### src/core/dso_pkg.sv
// Constants for the drive status output block.
// Assumes one 10 MHz clock and a word-aligned register map.
package dso_pkg;
    // ----------------------------------------
    // Register byte offsets
    // ----------------------------------------
    localparam logic [7:0] REG_CTRL      = 8'h00; // Code select
    localparam logic [7:0] REG_THRESH    = 8'h04; // Rotation threshold
    localparam logic [7:0] REG_IN_ALLOC  = 8'h08; // Clear input terminal
    localparam logic [7:0] REG_OUT_A     = 8'h0C; // Rotating/ready terminals
    localparam logic [7:0] REG_OUT_B     = 8'h10; // Brake terminal
    localparam logic [7:0] REG_STATUS    = 8'h14; // Live state, read only
    localparam logic [7:0] REG_IRQ_STAT  = 8'h18; // Sticky events
    localparam logic [7:0] REG_IRQ_MASK  = 8'h1C; // Event enables

    // ----------------------------------------
    // Field positions
    // ----------------------------------------
    localparam int CTRL_CODE_SEL  = 0;  // 0: fault codes only
    localparam int OUTA_ROT_LSB   = 0;  // Rotating flag terminal
    localparam int OUTA_RDY_LSB   = 4;  // Ready flag terminal
    localparam int OUTB_BRK_LSB   = 0;  // Brake release terminal
    localparam int ST_FAULT       = 0;  // Fault latched
    localparam int ST_LOCKED      = 1;  // Encoder fault, power cycle only
    localparam int ST_CODE_LSB    = 4;  // Latched fault code, three bits
    localparam int ST_WARN        = 8;  // Warning active
    localparam int ST_ROT         = 9;  // Motor rotating
    localparam int ST_RDY         = 10; // Drive ready
    localparam int IRQ_FAULT_SET  = 0;  // A fault was latched
    localparam int IRQ_FAULT_CLR  = 1;  // A fault was cleared
    localparam int IRQ_WARN       = 2;  // Warning rose
    localparam int IRQ_REFUSED    = 3;  // Clear hit a locked fault
    localparam int IRQ_BITS       = 4;

    // ----------------------------------------
    // Reset values and limits
    // ----------------------------------------
    localparam logic [13:0] THRESH_RESET = 14'h0014; // 20 rpm
    localparam logic [13:0] THRESH_MIN   = 14'h0001; // 1 rpm
    localparam logic [13:0] THRESH_MAX   = 14'h2710; // 10000 rpm
    localparam logic [1:0]  IN_ALLOC_RST = 2'h0;     // Terminal 0
    localparam logic [1:0]  ROT_TERM_RST = 2'h0;     // Terminal 0
    localparam logic [1:0]  RDY_TERM_RST = 2'h1;     // Terminal 1
    localparam logic [1:0]  BRK_TERM_RST = 2'h2;     // Terminal 2
    localparam logic [1:0]  TERM_NONE    = 2'h3;     // Not allocated
    localparam int          OUT_TERMS    = 3;        // Output terminals

    // ----------------------------------------
    // Timing
    // ----------------------------------------
    localparam int CLK_PERIOD_NS   = 100;  // 10 MHz
    localparam int DEBOUNCE_NS     = 1000; // Clear input settle time
    localparam int DEBOUNCE_CYCLES = (DEBOUNCE_NS + CLK_PERIOD_NS - 1) / CLK_PERIOD_NS;

    // ----------------------------------------
    // Fault state
    // ----------------------------------------
    typedef enum logic [1:0] {
        DSO_FLT_NONE   = 2'b00, // No fault
        DSO_FLT_LATCH  = 2'b01, // Clearable fault
        DSO_FLT_LOCKED = 2'b10  // Encoder fault
    } dso_flt_t;
endpackage

### src/core/dso_clr_if.sv
// Carries the raw clear level in and the clear pulse out.
// Assumes both ends sit on the same clock.
`timescale 1ns/1ps
`default_nettype none
interface dso_clr_if;
    logic raw_n;     // Selected clear terminal, low active
    logic clr_pulse; // One cycle per falling edge
    // ----------------------------------------
    // Views
    // ----------------------------------------
    modport filt (input raw_n, output clr_pulse);
    modport core (output raw_n, input clr_pulse);
endinterface
`default_nettype wire

### src/core/dso_clear_filter.sv
// Synchroniser, debouncer and falling edge detector for the clear input.
// Assumes the raw level may change at any time.
`timescale 1ns/1ps
`default_nettype none
module dso_clear_filter (
    input  wire logic clock,
    input  wire logic sys_rst,
    dso_clr_if.filt   clr
);
    localparam logic [3:0] DEB_CNT = 4'(dso_pkg::DEBOUNCE_CYCLES);

    logic       sync_a;  // First stage
    logic       sync_b;  // Second stage
    logic       stable;  // Debounced level
    logic [3:0] settle;  // Cycles the new level has held

    // ----------------------------------------
    // Two stage synchroniser
    // ----------------------------------------
    always_ff @(posedge clock or posedge sys_rst)
    begin
        if (sys_rst)
        begin
            sync_a <= 1'b1;
            sync_b <= 1'b1;
        end
        else
        begin
            sync_a <= clr.raw_n;
            sync_b <= sync_a;
        end
    end

    // Level must hold DEB_CNT cycles before it is believed
    always_ff @(posedge clock or posedge sys_rst)
    begin
        if (sys_rst)
        begin
            stable <= 1'b1;
            settle <= 4'h0;
        end
        else if (sync_b == stable)
            settle <= 4'h0;
        else if (settle == DEB_CNT - 4'h1)
        begin
            stable <= sync_b;
            settle <= 4'h0;
        end
        else
            settle <= settle + 4'h1;
    end

    // Pulse only on high to low; a held low gives nothing more
    always_ff @(posedge clock or posedge sys_rst)
    begin
        if (sys_rst)
            clr.clr_pulse <= 1'b0;
        else
            clr.clr_pulse <= stable && !sync_b && (settle == DEB_CNT - 4'h1);
    end
endmodule
`default_nettype wire

### src/core/dso_top.sv
// Drive status outputs: fault latch, codes, warning, rotating and ready.
// Assumes synchronous inputs and an Avalon-MM master for the registers.
//
// Function
// - Fault output low normally, high on fault
// - Clear only on clear-input falling edge
// - Encoder faults clear only by power cycle
// - Keypad clear acts like input edge
// - Fault type on three code lines
// - Warning high normal, low ahead of overload
// - Select 0 fault codes; else faults win
// - Rotating flag low above speed threshold
// - Threshold 1 to 10000, reset 20, immediate
// - Shared output terminals combine with OR
// - Ready low when no fault, power on
// - Ready also needs servo-on and preparation
// - Absolute request holds ready until data sent
// - Clear input relocatable by terminal allocation
//
// Local design decisions: the Avalon-MM slave port and the address map.
`timescale 1ns/1ps
`default_nettype none
module dso_top (
    input  wire logic        clock,
    input  wire logic        sys_rst,
    // Avalon-MM slave
    input  wire logic [7:0]  avs_address,
    input  wire logic        avs_read,
    input  wire logic        avs_write,
    input  wire logic [31:0] avs_writedata,
    output logic [31:0]      avs_readdata,
    output logic             avs_waitrequest,
    output logic             irq,
    // Fault sources
    input  wire logic        fault_event,
    input  wire logic [2:0]  fault_event_code,
    input  wire logic        fault_event_enc,
    input  wire logic        warn_active,
    input  wire logic [2:0]  warn_code,
    // Drive state
    input  wire logic [13:0] motor_speed,
    input  wire logic        main_power_on,
    input  wire logic        servo_on,
    input  wire logic        prep_done,
    input  wire logic        abs_encoder_fitted,
    input  wire logic        abs_data_request,
    input  wire logic        abs_data_sent,
    input  wire logic        brake_release_n,
    // Clear sources
    input  wire logic [3:0]  input_terminals_n,
    input  wire logic        keypad_clear,
    // Status pins
    output logic             fault_status_out,
    output logic             fault_code_bit0,
    output logic             fault_code_bit1,
    output logic             fault_code_bit2,
    output logic             warning_n,
    output logic             rotating_flag_n,
    output logic             ready_n,
    output logic [2:0]       output_terminals_n
);
    // ----------------------------------------
    // Registers and state
    // ----------------------------------------
    logic                code_select_setting;            // Code line mode
    logic [13:0]         rotation_threshold_setting;     // rpm
    logic [1:0]          input_terminal_alloc_setting;   // Clear terminal
    logic [1:0]          rot_term;                       // Rotating flag terminal
    logic [1:0]          rdy_term;                       // Ready flag terminal
    logic [1:0]          brk_term;                       // Brake terminal
    logic [3:0]          irq_status;                     // Sticky events
    logic [3:0]          irq_mask;                       // Event enables
    dso_pkg::dso_flt_t   flt_state;                      // Fault latch
    logic [2:0]          flt_code;                       // Latched fault type
    logic                warn_q;                         // Warning, last cycle
    logic [31:0]         next_readdata;                  // Read mux
    logic [3:0]          next_irq_set;                   // Events this cycle

    // ----------------------------------------
    // Combinational helpers
    // ----------------------------------------
    logic       bus_req;      // Request pending
    logic       bus_go;       // Request completes this edge
    logic       wr_go;        // Write completes
    logic       rd_go;        // Read completes
    logic [7:0] word_addr;    // Byte address, word aligned
    logic       clear_req;    // Any clear request
    logic       fault_any;    // Fault latched
    logic       rot_on;       // Speed above threshold
    logic       rdy_on;       // Ready conditions met
    logic       abs_ok;       // Absolute data condition
    logic [2:0] next_code;    // Code line pattern

    dso_clr_if clr_bus ();

    assign bus_req   = avs_read || avs_write;
    assign bus_go    = bus_req && !avs_waitrequest;
    assign wr_go     = bus_go && avs_write;
    assign rd_go     = bus_go && avs_read;
    assign word_addr = {avs_address[7:2], 2'b00};

    // ----------------------------------------
    // Clear input path
    // ----------------------------------------
    // Allocation picks the terminal; filtering follows so behaviour is the same
    assign clr_bus.raw_n = input_terminals_n[input_terminal_alloc_setting];

    dso_clear_filter u_clear_filter (
        .clock   (clock),
        .sys_rst (sys_rst),
        .clr     (clr_bus.filt)
    );

    // Keypad pulse merges with the filtered edge
    assign clear_req = clr_bus.clr_pulse || keypad_clear;

    // ----------------------------------------
    // Bus handshake
    // ----------------------------------------
    // One wait cycle per access; waitrequest drops for exactly one edge
    always_ff @(posedge clock or posedge sys_rst)
    begin
        if (sys_rst)
            avs_waitrequest <= 1'b1;
        else if (bus_req && avs_waitrequest)
            avs_waitrequest <= 1'b0;
        else
            avs_waitrequest <= 1'b1;
    end

    // Read mux; unmapped addresses read zero
    always_comb
    begin
        next_readdata = 32'h0000_0000;
        if (word_addr == dso_pkg::REG_CTRL)
            next_readdata[dso_pkg::CTRL_CODE_SEL] = code_select_setting;
        else if (word_addr == dso_pkg::REG_THRESH)
            next_readdata[13:0] = rotation_threshold_setting;
        else if (word_addr == dso_pkg::REG_IN_ALLOC)
            next_readdata[1:0] = input_terminal_alloc_setting;
        else if (word_addr == dso_pkg::REG_OUT_A)
        begin
            next_readdata[dso_pkg::OUTA_ROT_LSB +: 2] = rot_term;
            next_readdata[dso_pkg::OUTA_RDY_LSB +: 2] = rdy_term;
        end
        else if (word_addr == dso_pkg::REG_OUT_B)
            next_readdata[dso_pkg::OUTB_BRK_LSB +: 2] = brk_term;
        else if (word_addr == dso_pkg::REG_STATUS)
        begin
            next_readdata[dso_pkg::ST_FAULT]         = fault_any;
            next_readdata[dso_pkg::ST_LOCKED]        = (flt_state == dso_pkg::DSO_FLT_LOCKED);
            next_readdata[dso_pkg::ST_CODE_LSB +: 3] = flt_code;
            next_readdata[dso_pkg::ST_WARN]          = warn_active;
            next_readdata[dso_pkg::ST_ROT]           = rot_on;
            next_readdata[dso_pkg::ST_RDY]           = rdy_on;
        end
        else if (word_addr == dso_pkg::REG_IRQ_STAT)
            next_readdata[3:0] = irq_status;
        else if (word_addr == dso_pkg::REG_IRQ_MASK)
            next_readdata[3:0] = irq_mask;
    end

    // Data is captured as waitrequest drops, so it stands at the accept edge
    always_ff @(posedge clock or posedge sys_rst)
    begin
        if (sys_rst)
            avs_readdata <= 32'h0000_0000;
        else if (avs_read && avs_waitrequest)
            avs_readdata <= next_readdata;
    end

    // ----------------------------------------
    // Writable settings
    // ----------------------------------------
    // Mode and allocation registers
    always_ff @(posedge clock or posedge sys_rst)
    begin
        if (sys_rst)
        begin
            code_select_setting          <= 1'b0;
            input_terminal_alloc_setting <= dso_pkg::IN_ALLOC_RST;
            rot_term                     <= dso_pkg::ROT_TERM_RST;
            rdy_term                     <= dso_pkg::RDY_TERM_RST;
            brk_term                     <= dso_pkg::BRK_TERM_RST;
            irq_mask                     <= 4'h0;
        end
        else if (wr_go)
        begin
            if (word_addr == dso_pkg::REG_CTRL)
                code_select_setting <= avs_writedata[dso_pkg::CTRL_CODE_SEL];
            else if (word_addr == dso_pkg::REG_IN_ALLOC)
                input_terminal_alloc_setting <= avs_writedata[1:0];
            else if (word_addr == dso_pkg::REG_OUT_A)
            begin
                rot_term <= avs_writedata[dso_pkg::OUTA_ROT_LSB +: 2];
                rdy_term <= avs_writedata[dso_pkg::OUTA_RDY_LSB +: 2];
            end
            else if (word_addr == dso_pkg::REG_OUT_B)
                brk_term <= avs_writedata[dso_pkg::OUTB_BRK_LSB +: 2];
            else if (word_addr == dso_pkg::REG_IRQ_MASK)
                irq_mask <= avs_writedata[3:0];
        end
    end

    // Threshold; out of range values are dropped, old value kept
    always_ff @(posedge clock or posedge sys_rst)
    begin
        if (sys_rst)
            rotation_threshold_setting <= dso_pkg::THRESH_RESET;
        else if (wr_go && word_addr == dso_pkg::REG_THRESH
                 && avs_writedata[31:14] == 18'h0_0000
                 && avs_writedata[13:0] >= dso_pkg::THRESH_MIN
                 && avs_writedata[13:0] <= dso_pkg::THRESH_MAX)
            rotation_threshold_setting <= avs_writedata[13:0];
    end

    // ----------------------------------------
    // Fault latch
    // ----------------------------------------
    // Only sys_rst, the power-up reset, leaves the locked state
    always_ff @(posedge clock or posedge sys_rst)
    begin
        if (sys_rst)
        begin
            flt_state <= dso_pkg::DSO_FLT_NONE;
            flt_code  <= 3'h0;
        end
        else
        begin
            case (flt_state)
                dso_pkg::DSO_FLT_NONE:
                begin
                    // Any new fault latches its type
                    if (fault_event)
                    begin
                        flt_code  <= fault_event_code;
                        flt_state <= fault_event_enc ? dso_pkg::DSO_FLT_LOCKED
                                                     : dso_pkg::DSO_FLT_LATCH;
                    end
                end
                dso_pkg::DSO_FLT_LATCH:
                begin
                    // Encoder fault escalates; a fresh fault beats a clear
                    if (fault_event && fault_event_enc)
                    begin
                        flt_code  <= fault_event_code;
                        flt_state <= dso_pkg::DSO_FLT_LOCKED;
                    end
                    else if (fault_event)
                        flt_state <= dso_pkg::DSO_FLT_LATCH;
                    else if (clear_req)
                    begin
                        flt_state <= dso_pkg::DSO_FLT_NONE;
                        flt_code  <= 3'h0;
                    end
                end
                dso_pkg::DSO_FLT_LOCKED:
                    flt_state <= dso_pkg::DSO_FLT_LOCKED;
                default:
                    flt_state <= dso_pkg::DSO_FLT_NONE;
            endcase
        end
    end

    assign fault_any = (flt_state != dso_pkg::DSO_FLT_NONE);

    // ----------------------------------------
    // Status conditions
    // ----------------------------------------
    // Equal speed counts as not rotating
    assign rot_on = (motor_speed > rotation_threshold_setting);

    // Absolute data must be out when the host asks for it
    assign abs_ok = !(abs_encoder_fitted && abs_data_request) || abs_data_sent;

    assign rdy_on = !fault_any && main_power_on
                    && servo_on && prep_done
                    && abs_ok;

    // Fault code wins; warnings show only in the second mode
    always_comb
    begin
        next_code = 3'h0;
        if (fault_any)
            next_code = flt_code;
        else if (code_select_setting && warn_active)
            next_code = warn_code;
    end

    // ----------------------------------------
    // Dedicated status pins
    // ----------------------------------------
    // All pins registered so the host sees clean levels
    always_ff @(posedge clock or posedge sys_rst)
    begin
        if (sys_rst)
        begin
            fault_status_out <= 1'b0;
            fault_code_bit0  <= 1'b0;
            fault_code_bit1  <= 1'b0;
            fault_code_bit2  <= 1'b0;
            warning_n        <= 1'b1;
            rotating_flag_n  <= 1'b1;
            ready_n          <= 1'b1;
        end
        else
        begin
            fault_status_out <= fault_any;
            fault_code_bit0  <= next_code[0];
            fault_code_bit1  <= next_code[1];
            fault_code_bit2  <= next_code[2];
            warning_n        <= !warn_active;
            rotating_flag_n  <= !rot_on;
            ready_n          <= !rdy_on;
        end
    end

    // ----------------------------------------
    // Shared output terminals
    // ----------------------------------------
    // A terminal is ON (low) if any signal allocated to it is ON.
    // Sharing rotating and brake is legal but masks the brake release.
    for (genvar t = 0; t < dso_pkg::OUT_TERMS; t++)
    begin : g_term
        always_ff @(posedge clock or posedge sys_rst)
        begin
            if (sys_rst)
                output_terminals_n[t] <= 1'b1;
            else
                output_terminals_n[t] <= !((rot_on && rot_term == 2'(t))
                                           || (rdy_on && rdy_term == 2'(t))
                                           || (!brake_release_n && brk_term == 2'(t)));
        end
    end

    // ----------------------------------------
    // Interrupts
    // ----------------------------------------
    // Events of this cycle
    always_comb
    begin
        next_irq_set = 4'h0;
        next_irq_set[dso_pkg::IRQ_FAULT_SET] = !fault_any && fault_event;
        next_irq_set[dso_pkg::IRQ_FAULT_CLR] = (flt_state == dso_pkg::DSO_FLT_LATCH)
                                               && clear_req && !fault_event;
        next_irq_set[dso_pkg::IRQ_WARN]      = warn_active && !warn_q;
        next_irq_set[dso_pkg::IRQ_REFUSED]   = (flt_state == dso_pkg::DSO_FLT_LOCKED)
                                               && clear_req;
    end

    // Warning edge memory
    always_ff @(posedge clock or posedge sys_rst)
    begin
        if (sys_rst)
            warn_q <= 1'b0;
        else
            warn_q <= warn_active;
    end

    // Read clears; an event in the same cycle survives
    always_ff @(posedge clock or posedge sys_rst)
    begin
        if (sys_rst)
            irq_status <= 4'h0;
        else if (rd_go && word_addr == dso_pkg::REG_IRQ_STAT)
            irq_status <= next_irq_set;
        else
            irq_status <= irq_status | next_irq_set;
    end

    // Level interrupt, one cycle behind the status bits
    always_ff @(posedge clock or posedge sys_rst)
    begin
        if (sys_rst)
            irq <= 1'b0;
        else
            irq <= |(irq_status & irq_mask);
    end
endmodule
`default_nettype wire

### config.mk
export PLATFORM = sky130hd
export DESIGN_NAME = dso_top
export DESIGN_NICKNAME = d
export VERILOG_FILES = /design/src/core/dso_pkg.sv /design/src/core/dso_clr_if.sv /design/src/core/dso_clear_filter.sv /design/src/core/dso_top.sv
export SDC_FILE = /design/constraint.sdc
export NUM_CORES = 1
export LEC_CHECK = 0
export CAP_MARGIN = 20
export CORE_ASPECT_RATIO = 1.75
export CORE_MARGIN = 2
export CORE_UTILIZATION = 30
export DETAILED_ROUTE_END_ITERATION = 10
export DONT_BUFFER_PORTS = 1
export SKIP_CTS_REPAIR_TIMING = 1
export SYNTH_ARGS = -nofsm -noshare
export SYNTH_HDL_FRONTEND = slang
export SYNTH_HIERARCHICAL = 1
export SYNTH_SLANG_ARGS = --single-unit
### constraint.sdc
create_clock -name clock -period 2 [get_ports clock]
set_clock_uncertainty 0.15 [all_clocks]
set_input_delay 0.1 -clock clock [delete_from_list [all_inputs] [get_ports clock]]
set_output_delay 0.1 -clock clock [all_outputs]
set_load 0.02 [all_outputs]
==> results.txt, run 1 <==
Area share of and/or/nand/nor cells after synthesis: 14.57%. The tree is rooted in a sky130_fd_sc_hd__clkbuf_16. After synthesis, the share of flip-flops with an asynchronous set or reset is 100.0%. Total count of hold-check failures in the final report: 2. For the worst-skew pair, the clock arrives at the later sink with an insertion delay of 0.34 ns. After technology mapping, the gate count stands at 337. Summed over all layers, the routed wires come to 11110 microns. TritonCTS built the clock tree. The slack of the critical path was -0.09001 ns. The post-synthesis adder-cell area fraction was 5.707%; the maximum single-stage delay on the critical path was 0.54 ns. The tools report the final total negative setup slack as -0.1852 ns.

The tools report the remaining max-slew budget at the tightest pin as 66.77%. The tools report the count of final max-slew check failures as 0. For the number of rows created at floorplan, the log shows 53. Summing every instance area after synthesis gives 3727 sq um. The library cell used most frequently in the layout, excluding fill and tap cells, is sky130_fd_sc_hd__dfrtp_1. Setup repair after global routing could not meet its margin everywhere. Maximum operating frequency: 478.5 MHz. The number of global-route vias before repair was 2909.

The tool flagged a number of max-cap violations equal to 0. At the pin with the least slew margin, the transition time is 0.4946 ns. Subtracting the final worst setup slack from the clock period gives 2.090 ns. Most used flip-flop cell after synthesis: sky130_fd_sc_hd__dfrtp_1. Sequential cells were found to cover 48.14% of the synthesized design area.

The logs give 13370 sq um for the area enclosed by the die boundary and 123 for the I/O pin count. Clock-pin slew was measured on the worst setup and hold paths at 0.06 ns. Initial antenna violation count: 0. The largest net degree at the start of global routing was 64. Compared with the post-synthesis result, the final layout area differs by 32.06%. The clock sink total was 71. The detail-routed net length per standard cell is 19.13 microns, and the proportion of layout cells with a drive suffix above 1 is 28.37%. The analysis attributes to cell leakage a power of 0.002177 uW. The largest family of logic cells by synthesized area was simple AND/OR/NAND/NOR gates. For the non-filler instance count after layout, the log shows 581.

The tools report the startpoint type of the worst setup path as a register. The final period utilization was 104.5%; the mean instance size in the synthesized netlist was 11.06 sq um. The signal arrival time at the worst endpoint is 2.20 ns. Setup violations remaining at the end of the flow were counted as 4.

For the number of inserted diodes, the log shows 0. Global routing used 16.11% of the available tracks across all layers. Starting density of the core: 30.88%. The xor-xnor portion of the synthesized cell area was 0%.

The netlist uses 54 different library cells. From bottom edge to top edge, the die measures 151.5 microns. Summed over all nets, the half-perimeter wirelength after detailed placement is 8258 microns.

The setup path with the least slack is of type register to register. The checks that failed: negative hold slack, negative setup slack. The remaining global-route overflow is 0.

Counting flops and latches in the post-synthesis netlist gives 71. The power density over the cells is 853.6 nW/um^2, and the number of enable flip-flop cells after synthesis is 0. Summing the areas of all compound-gate instances in the mapped netlist gives 12.89% of the synthesized area. The clock tree synthesis step divided the H-tree into 3 levels. The final estimated routing congestion in global placement is 0.8152, and the fill cell total of the finished layout is 1205. The number of I/O port buffers is 0. In this run the worst hold path is classified as input port to register. The post-detailed-route count of antenna-violating nets is 0.

Walking the worst path, the cells encountered are inv_2 > ha_4 > o211ai_1 > a2111oi_2 > buf_4 > o31ai_4 > o31a_1. The routed layout has 2938 vias. The Yosys step of the flow raised 6 warnings. The number of nets in the layout was 507; the maximum resistive drop on vdd was 0.6030 mV. The multiplexer share of the synthesized area works out to 11.41%. The largest total area in the synthesized netlist belongs to sky130_fd_sc_hd__dfrtp_1.

Dividing the detail-routed via count by the number of cells gives 5.057. Kind of end point of the critical path: a register. In this run the deepest clock path goes through 2 buffers. After detailed routing, the number of remaining DRC violations is 0. Leaving out fill and tap cells, the most frequent cells in the layout are sky130_fd_sc_hd__dfrtp_1, sky130_fd_sc_hd__dlygate4sd3_1, sky130_fd_sc_hd__buf_4. The master of the slowest instance on the critical path is sky130_fd_sc_hd__dfstp_2. The number of placed instances, taps included, is 524. Counting cells, the worst reg-to-reg path comes to 7. The run finished, with violations left. For this run, the detailed router's first-pass iteration total came to 4. Along the worst hold path, the cell count comes to 4. The highest fanout seen on the critical path was 5.

By area the synthesized netlist is led by sky130_fd_sc_hd__dfrtp_1, sky130_fd_sc_hd__dfstp_2, sky130_fd_sc_hd__mux2_2. For this block, the initial DRC count from the detailed router was 107. The critical path data required time came out at 2.11 ns. The global-route wire length before repair is 15700 microns.

For the worst hold margin, the log shows -0.03931 ns. The die extent in x came out at 88.26 microns. The TritonCTS buffer count is 9. The fraction of synthesized cell area taken by the top area cell type came out at 38.27%.

The core region is 12070 sq um.
## sequential cells by signal, indices dropped and copies added (netlist names), 2 cells and up
signal	cells
irq_status	4
rot_term	2
rotation_threshold_setting	14
brk_term	2
input_terminal_alloc_setting	2
flt_state	2
irq_mask	4
flt_code	3
avs_readdata	14
u_clear_filter/settle	4
output_terminals_n	3
rdy_term	2
## worst max-delay path, delay by kind of cell (launching register included)
family / cells / cell delay (ns)
AO/OA/AOI/OAI: 4 / 0.83
flip-flops: 1 / 0.54
adder cells (fa/ha/maj): 1 / 0.25
buffers and inverters: 2 / 0.23
## cells in the mapped netlist, types with 3 or more instances
cell                        n
sky130_fd_sc_hd__dfrtp_1   57
sky130_fd_sc_hd__inv_1     27
sky130_fd_sc_hd__mux2_2    20
sky130_fd_sc_hd__buf_4     18
sky130_fd_sc_hd__nand2_1   18
sky130_fd_sc_hd__ha_1      17
sky130_fd_sc_hd__nor3_1    16
sky130_fd_sc_hd__nor2_1    15
sky130_fd_sc_hd__o21ai_0   15
sky130_fd_sc_hd__dfstp_2   14
sky130_fd_sc_hd__a21oi_1   11
sky130_fd_sc_hd__a22o_1    10
sky130_fd_sc_hd__a22oi_1    9
sky130_fd_sc_hd__mux2_4     9
sky130_fd_sc_hd__nand4_1    9
sky130_fd_sc_hd__nand3_1    7
sky130_fd_sc_hd__nor4_1     6
sky130_fd_sc_hd__nor2b_1    5
sky130_fd_sc_hd__clkbuf_1   4
sky130_fd_sc_hd__a21o_1     3
sky130_fd_sc_hd__a31oi_1    3
sky130_fd_sc_hd__and3_1     3
sky130_fd_sc_hd__o31a_1     3
sky130_fd_sc_hd__o31ai_1    3
## final cells by class
type	count	area, sq um	share of cell area [%]
clock buffer	10	239.0	4.855
clock inverter	6	92.59	1.881
inverter	27	101.3	2.059
multi-input combinational	232	1858	37.75
sequential	71	1794	36.45
tap	165	206.4	4.194
timing repair buffer	70	630.6	12.81
## metal layers
metal  wire length [microns]  global-route usage [%]  vias to the layer above
li1                        -                       -                     1357
met1                    3819                   15.83                     1439
met2                    6111                   28.91                      121
met3                     738                   6.067                       21
met4                     444                   7.955                        0
met5                       0                       0                        -
## path summary, 6_finish.rpt
path,slack (ns),endpoint,startpoint
worst max-delay path,-0.09,output_terminals_n[0],rotation_threshold_setting[2]
worst min-delay path,-0.04,avs_readdata[9],avs_address[2]
worst max register to register,-0.09,output_terminals_n[0],rotation_threshold_setting[2]
worst min register to register,0.21,u_clear_filter/sync_b,u_clear_filter/sync_a
max in group asynchronous,1.19,warning_n,sys_rst
min in group asynchronous,0.05,u_clear_filter/settle[3],sys_rst
## power breakdown
part,switching (uW),total [uW],internal (uW)
clock network,628,1760,1130
logic,303,604,300
registers,220,1840,1620
total,1150,4200,3050
## cells by family (layout without fill, tap and decap cells)
kind of cell | Yosys count | in the layout
AOI/OAI and AO/OA | 69 | 69
DFF | 71 | 71
adders and majority gates | 17 | 17
and+or+nand+nor | 95 | 95
muxes | 33 | 33
buffers and inverters | 51 | 113
other | 1 | 18
## metrics by stage
step / worst slack [ns] / total power [uW] / util (%) / cell area (sq um) / hold slack (ns)
2_1_floorplan: 0.01737 / 2208 / - / 3796 / -0.2365
3_3_place_gp: -0.1360 / 2336 / 33.69 / 4066 / -0.2018
3_5_place_dp: -0.1499 / 2358 / 33.69 / 4066 / -0.1916
4_1_cts: -0.1886 / 4126 / 36.44 / 4398 / -0.5526
5_1_grt: -0.2261 / 4385 / 40.78 / 4922 / 0.006791
6_report: -0.09001 / 4202 / 40.78 / 4922 / -0.03931
Note: power is estimated with default switching activity, not from simulation.
==> inputs of run 2 (changes only) <==
==> constraint.sdc (replaced) <==
create_clock -name clock -period 2 [get_ports clock]
set_clock_uncertainty 0.15 [all_clocks]
set_input_delay 0.3 -clock clock [delete_from_list [all_inputs] [get_ports clock]]
set_output_delay 0.3 -clock clock [all_outputs]
set_load 0.02 [all_outputs]
==> results.txt, run 2 (synthesis gave the netlist of run 1 again) <==
The flow ran to the end, but the final reports show violations. The path type of the worst min-delay path was input port to register. For the number of nets in the layout, the log shows 493 (-2.8%).

In the final layout, the registers with the most flip-flops are avs_readdata x14, rotation_threshold_setting x14. The logs give 13370 sq um (unchanged) for the area enclosed by the die boundary and 27.97% (-0.94 points) for the global-route met2 utilization. The final reports fail on negative setup slack. Post-detailed-route via-to-cell ratio: 5.086 (+0.59%). The total count of hold-check failures in the final report was 0 (-2). Worst hold margin: 0.03375 ns (+0.07306 ns). The register-to-register setup slack is -0.06 ns (+0.03 ns).

The remaining max-slew budget at the tightest pin is 62.14% (-4.6 points), and the TritonCTS buffer count is 9 (unchanged). The critical path is of the register to register type. The DRC violations left came out at 0 (unchanged). The total setup violations reported at the end of the flow was 4 (unchanged). The most common cell after layout, fill and taps aside is sky130_fd_sc_hd__dfrtp_1. The final period utilization is 102.9% (-1.6 points). The number of I/O port buffers is 0 (unchanged). For the clock sink total, the log shows 71 (unchanged). The post-layout minimum cycle time came out at 2.059 ns (-0.03105 ns). The fill cell total of the finished layout is 1224 (+1.6%), and the post-detailed-route count of antenna-violating nets is 0 (unchanged). The tools report the maximum resistive drop on vdd as 0.4104 mV (-32%). In the layout the commonest cells are sky130_fd_sc_hd__dfrtp_1, sky130_fd_sc_hd__buf_4, sky130_fd_sc_hd__dlygate4sd3_1. Count of vias placed by the detailed router: 2884 (-1.8%). The worst setup path is captured at a register. The most used routing layer was met2. The H-tree level count was 3 (unchanged). The die extent in x is 88.26 microns (unchanged), and the I/O pin count is 123 (unchanged).

Relative to the synthesized area, the layout overhead comes to 26.38%. For the slack of the critical path, the log shows -0.05896 ns (+0.03105 ns). The tree is rooted in a sky130_fd_sc_hd__clkbuf_16. The detailed-routing iteration count for the pre-antenna-repair pass is 4 (unchanged), and the non-filler instance count after layout is 567 (-2.4%). The slew at the pin with the worst max-slew slack is 0.5667 ns (+0.07211 ns). Count of final max-slew check failures: 0 (unchanged).

The standard cell core area is 12070 sq um (unchanged), and the overall track demand over capacity in global routing is 15.51% (-0.60 points). The highest fanout seen on the critical path is 5 (unchanged), and the number of inserted diodes is 0 (unchanged). The tools report the number of rows created at floorplan as 53 (unchanged). The detail-routed net length per standard cell works out to 18.69 microns (-2.3%).

For the global-route wire length before repair, the log shows 15100 microns (-3.8%). TritonCTS built the clock tree. The run gives -0.1941 ns (-0.008827 ns) as the final total negative setup slack. The tools report the setup slack at placement as -0.1992 ns (-0.04929 ns). The run gives 2848 (-2.1%) as the number of global-route vias before repair. The power density over the cells came out at 844.1 nW/um^2 (-1.1%). The logs give 0.8174 (+0.27%) for the final estimated routing congestion in global placement and 2.17 ns (-0.03 ns) for the signal arrival time at the worst endpoint.

The run gives 0 (unchanged) as the max-cap check violation count. The proportion of layout cells with a drive suffix above 1 works out to 27.11% (-1.3 points). The HPWL after detailed placement was 8196 microns (-0.75%); the leakage power was 0.002107 uW (-3.2%).

The starting density of the core is 30.88% (unchanged). The utilization after layout was 39.03% (-1.8 points); the die boundary height was 151.5 microns (unchanged). The run gives 169 (+58%) as the count of routing violations after the opening detailed-route iteration. The critical path data required time was 2.11 ns (about the same); the met1 layer usage reported by global route was 14.86% (-0.97 points). The tools report the startpoint type of the worst setup path as a register.

The largest net degree at the start of global routing came out at 41 (-36%). The clock transition at the registers of the reported paths is 0.05 ns (about the same), and the post-detailed-routing wire length is 10600 microns (-4.6%). The remaining global-route overflow was 0 (unchanged); the deepest clock path buffer count was 2 (unchanged). The logs give 525 (+0.19%) for the total placed cells including tap cells and 0.34 ns (about the same) for the source-to-sink clock delay at the later pin of the worst-skew pair. The maximum operating frequency was 485.7 MHz (+1.5%); the initial antenna violation count was 0 (unchanged). The tools report the met3 demand-to-capacity share in global routing as 6.013% (-0.054 points).

Setup repair after global routing could not meet its margin everywhere.
-- run 2: changes by cell type in the layout (fill, tap and decap cells not counted), moves of 2 or more --
cell	delta
sky130_fd_sc_hd__buf_4	-3
sky130_fd_sc_hd__clkbuf_1	+2
sky130_fd_sc_hd__clkinv_2	+3
sky130_fd_sc_hd__dlygate4sd3_1	-11
sky130_fd_sc_hd__ha_1	+4
sky130_fd_sc_hd__ha_4	-4
sky130_fd_sc_hd__inv_2	-2
-- run 2: metrics by stage --
step	instance area, sq um	power, uW
after floorplan	3800	2208
after global placement	4078	2336
after detailed placement	4078	2357
after CTS	4369	3935
after global routing	4711	4141
final	4711	3977
-- run 2: critical path: stages, from the launching register on --
cell	delay (ns)
sky130_fd_sc_hd__dfstp_2	0.54
sky130_fd_sc_hd__inv_2	0.05
sky130_fd_sc_hd__ha_4	0.25
sky130_fd_sc_hd__o211ai_1	0.09
sky130_fd_sc_hd__a2111oi_2	0.37
sky130_fd_sc_hd__buf_4	0.18
sky130_fd_sc_hd__o31ai_4	0.10
sky130_fd_sc_hd__o31a_1	0.25
-- run 2: routing by layer --
metal	share of wire [%]	vias to the layer above	wire length, microns
li1	-	1322	-
met5	0	-	0
met3	7.1	25	752
met4	4.0	0	419
met1	34	1414	3609
met2	55	123	5815
-- run 2: where the power goes --
| group | switching (uW) | total [uW] | internal (uW) |
|---|---|---|---|
| Clock | 584 | 1580 | 993 |
| Sequential | 217 | 1840 | 1620 |
| Combinational | 285 | 563 | 277 |
| Total | 1090 | 3980 | 2890 |
-- run 2: cell type report --
cell class | count | area, sq um | share of cell area, %
Multi-Input combinational cell | 232 | 1815 | 38.54
Sequential cell | 71 | 1794 | 38.09
Timing Repair Buffer | 56 | 498.0 | 10.57
Clock buffer | 12 | 246.5 | 5.232
Tap cell | 165 | 206.4 | 4.382
Inverter | 27 | 105.1 | 2.231
Clock inverter | 4 | 45.04 | 0.9562
-- run 2: path summary, 6_finish.rpt --
path | startpoint | end | cells after the start
setup / recovery | rotation_threshold_setting[2] | output_terminals_n[0] | 7
hold / removal | avs_address[3] | avs_readdata[4] | 2
setup reg to reg | rotation_threshold_setting[2] | output_terminals_n[0] | 7
hold reg to reg | u_clear_filter/sync_a | u_clear_filter/sync_b | 0
max in group asynchronous | sys_rst | warning_n | 3
min in group asynchronous | sys_rst | u_clear_filter/clr.clr_pulse | 2
==> inputs of run 3 (changes only) <==
--- a/config.mk
+++ b/config.mk
@@ -11,6 +11,7 @@
 export CORE_UTILIZATION = 30
 export DETAILED_ROUTE_END_ITERATION = 10
 export DONT_BUFFER_PORTS = 1
+export RECOVER_POWER = 50
 export SKIP_CTS_REPAIR_TIMING = 1
 export SYNTH_ARGS = -nofsm -noshare
 export SYNTH_HDL_FRONTEND = slang
==> results.txt, run 3 (synthesis gave the netlist of run 1 again) <==
The run gives 525 (unchanged) as the total placed cells including tap cells. The clock network power share is 39.8% (about the same). Setup repair after global routing could not meet its margin everywhere. The family with the most delay on the worst path was compound AO/OA/AOI/OAI gates. TritonCTS built the clock tree. The total setup violations reported at the end of the flow was 4 (unchanged); the die boundary height was 151.5 microns (unchanged).

The non-filler instance count after layout was 567 (unchanged); the remaining max-slew budget at the tightest pin was 22.21% (-40 points). The logic depth of the worst setup path including buffers is 7 (unchanged), and the total count of hold-check failures in the final report is 0 (unchanged). The maximum operating frequency was 485.2 MHz (-0.11%); the synthesis-to-finish area growth was 25.95%.

The length in cells of the worst reg-to-reg path is 7 (unchanged), and the max-cap check violation count is 0 (unchanged). The utilization after layout came out at 38.90% (-0.13 points). The largest registers in the layout are avs_readdata x14, rotation_threshold_setting x14. The flow ran to the end, but the final reports show violations. The proportion of layout cells with a drive suffix above 1 was 26.12% (-1.0 points). The total routed wire length on the met1 layer was 3640 microns (+0.86%). The number of cells on the worst hold path is 2 (unchanged), and the count of final max-slew check failures is 0 (unchanged). The power density over the cells is 845.2 nW/um^2 (+0.12%). The logs give 2.11 ns (about the same) for the critical path data required time and 15.51% (unchanged) for the overall track demand over capacity in global routing. The master of the slowest instance on the critical path was sky130_fd_sc_hd__dfstp_2.

The maximum single-stage delay on the critical path is 0.54 ns (about the same). In the layout the commonest cells are sky130_fd_sc_hd__dfrtp_1, sky130_fd_sc_hd__buf_4, sky130_fd_sc_hd__dlygate4sd3_1. The switching power of the nets was 1088 uW (about the same).

The run gives 0.002097 uW (-0.47%) as the leakage power. The number of global-route vias before repair is 2848 (unchanged). The global-route wire length before repair was 15100 microns (unchanged). The maximum resistive drop on vdd is 0.4136 mV (+0.79%), and the setup slack at placement is -0.1992 ns (unchanged). The I/O pin count came out at 123 (unchanged).

The final reports fail on negative setup slack. The highest fanout seen on the critical path was 5 (unchanged). Area enclosed by the die boundary: 13370 sq um (unchanged).

The TritonCTS buffer count was 9 (unchanged). The run gives 2.17 ns (about the same) as the signal arrival time at the worst endpoint. The tools report the met2 routed wirelength as 5819 microns (about the same).

The number of I/O port buffers is 0 (unchanged). Post-layout minimum cycle time: 2.061 ns (+0.002246 ns). The count of routing violations after the opening detailed-route iteration came out at 169 (unchanged).

The kind of end point of the critical path was a register. Startpoint type of the worst setup path: a register. The slew at the pin with the worst max-slew slack works out to 1.160 ns (+0.5938 ns). The post-detailed-route count of antenna-violating nets is 0 (unchanged), and the number of inserted diodes is 0 (unchanged). The detail-routed net length per standard cell is 18.74 microns (+0.27%), and the count of buffering cells on the critical path with inverters included is 2 (unchanged). The die extent in x is 88.26 microns (unchanged). The deepest clock path buffer count is 2 (unchanged), and the clock transition at the registers of the reported paths is 0.05 ns (about the same). The remaining global-route overflow came out at 0 (unchanged).

The run gives 71 (unchanged) as the clock sink total. For the HPWL after detailed placement, the log shows 8196 microns (unchanged). The tightest min-delay check is of the input port to register type. The H-tree level count is 3 (unchanged). The met3 wire length is 754 microns (+0.27%). The standard cell core area is 12070 sq um (unchanged), and the part of the total power dissipated in sequential elements is 46.3% (about the same). The largest net degree at the start of global routing is 41 (unchanged), and the source-to-sink clock delay at the later pin of the worst-skew pair is 0.34 ns (about the same). For the final estimated routing congestion in global placement, the log shows 0.8174 (unchanged).

The DRC violations left is 0 (unchanged). Number of nets in the layout: 493 (unchanged). The run gives 5 (+1) as the detailed-routing iteration count for the pre-antenna-repair pass. By startpoint and endpoint, the worst setup path is classified as register to register. For the post-detailed-routing wire length, the log shows 10630 microns (+0.27%).

The post-detailed-route via-to-cell ratio was 5.063 (-0.45%). The part of the power in combinational logic was 13.9% (-0.3 points). The run gives 3968 uW (-0.22%) as the total design power. The starting density of the core was 30.88% (unchanged). The initial antenna violation count is 0 (unchanged). The worst hold margin came out at 0.03268 ns (-0.001077 ns).

The detailed router used layers up to and including met4. The final period utilization was 103.1% (+0.11 points). The master cell of the clock root buffer is sky130_fd_sc_hd__clkbuf_16. Number of rows created at floorplan: 53 (unchanged). The slack of the critical path is -0.06120 ns (-0.002246 ns). Fraction of power spent switching nets: 27.41% (+0.085 points). The signal on the critical path passes through inv_2 > ha_4 > o211ai_1 > a2111oi_2 > buf_4 > o31ai_4 > o31a_1.

The internal cell power was 2880 uW (-0.34%); the count of vias placed by the detailed router was 2871 (-0.45%). The library cell used most frequently in the layout, excluding fill and tap cells, is sky130_fd_sc_hd__dfrtp_1.
## run 3: cell types whose count changed in the layout (fill, tap and decap cells not counted), sizes merged
cell	before	now
buf	30	28
clkbuf	12	14
## run 3: final timing paths
path	slack [ns]	startpoint	endpoint
max in group asynchronous	0.37	sys_rst	warning_n
worst max register to register	-0.06	rotation_threshold_setting[2]	output_terminals_n[0]
min in group asynchronous	0.26	sys_rst	u_clear_filter/clr.clr_pulse
worst min register to register	0.21	u_clear_filter/sync_a	u_clear_filter/sync_b
worst min-delay path	0.03	avs_address[3]	avs_readdata[4]
worst max-delay path	-0.06	rotation_threshold_setting[2]	output_terminals_n[0]
## run 3: final cells by class
| class | count | area (sq um) |
|---|---|---|
| Sequential cell | 71 | 1794 |
| Clock inverter | 4 | 45.04 |
| Timing Repair Buffer | 56 | 490.5 |
| Multi-Input combinational cell | 232 | 1809 |
| Clock buffer | 12 | 246.5 |
| Inverter | 27 | 102.6 |
| Tap cell | 165 | 206.4 |
| Fill cell | 1224 | 7375 |
## run 3: metal layers
layer / vias up / global-route usage (%)
li1: 1322 / -
met4: 0 / 7.955
met1: 1417 / 14.86
met5: - / 0
met3: 23 / 6.013
met2: 109 / 27.97
## run 3: power by group through the flow
stage	logic, uW	registers, uW	clock network [uW]
after floorplan	393	1820	0
after global placement	481	1860	0
after detailed placement	495	1860	0
after CTS	499	1840	1600
after global routing	616	1860	1650
final	552	1840	1580
## run 3: through the flow
stage / cell area [sq um] / setup TNS, ns
4_1_cts: 4369 / -0.8277
3_3_place_gp: 4078 / -0.5450
2_1_floorplan: 3800 / 0
5_1_grt: 4695 / -0.6032
3_5_place_dp: 4078 / -0.7108
6_report: 4695 / -0.2019
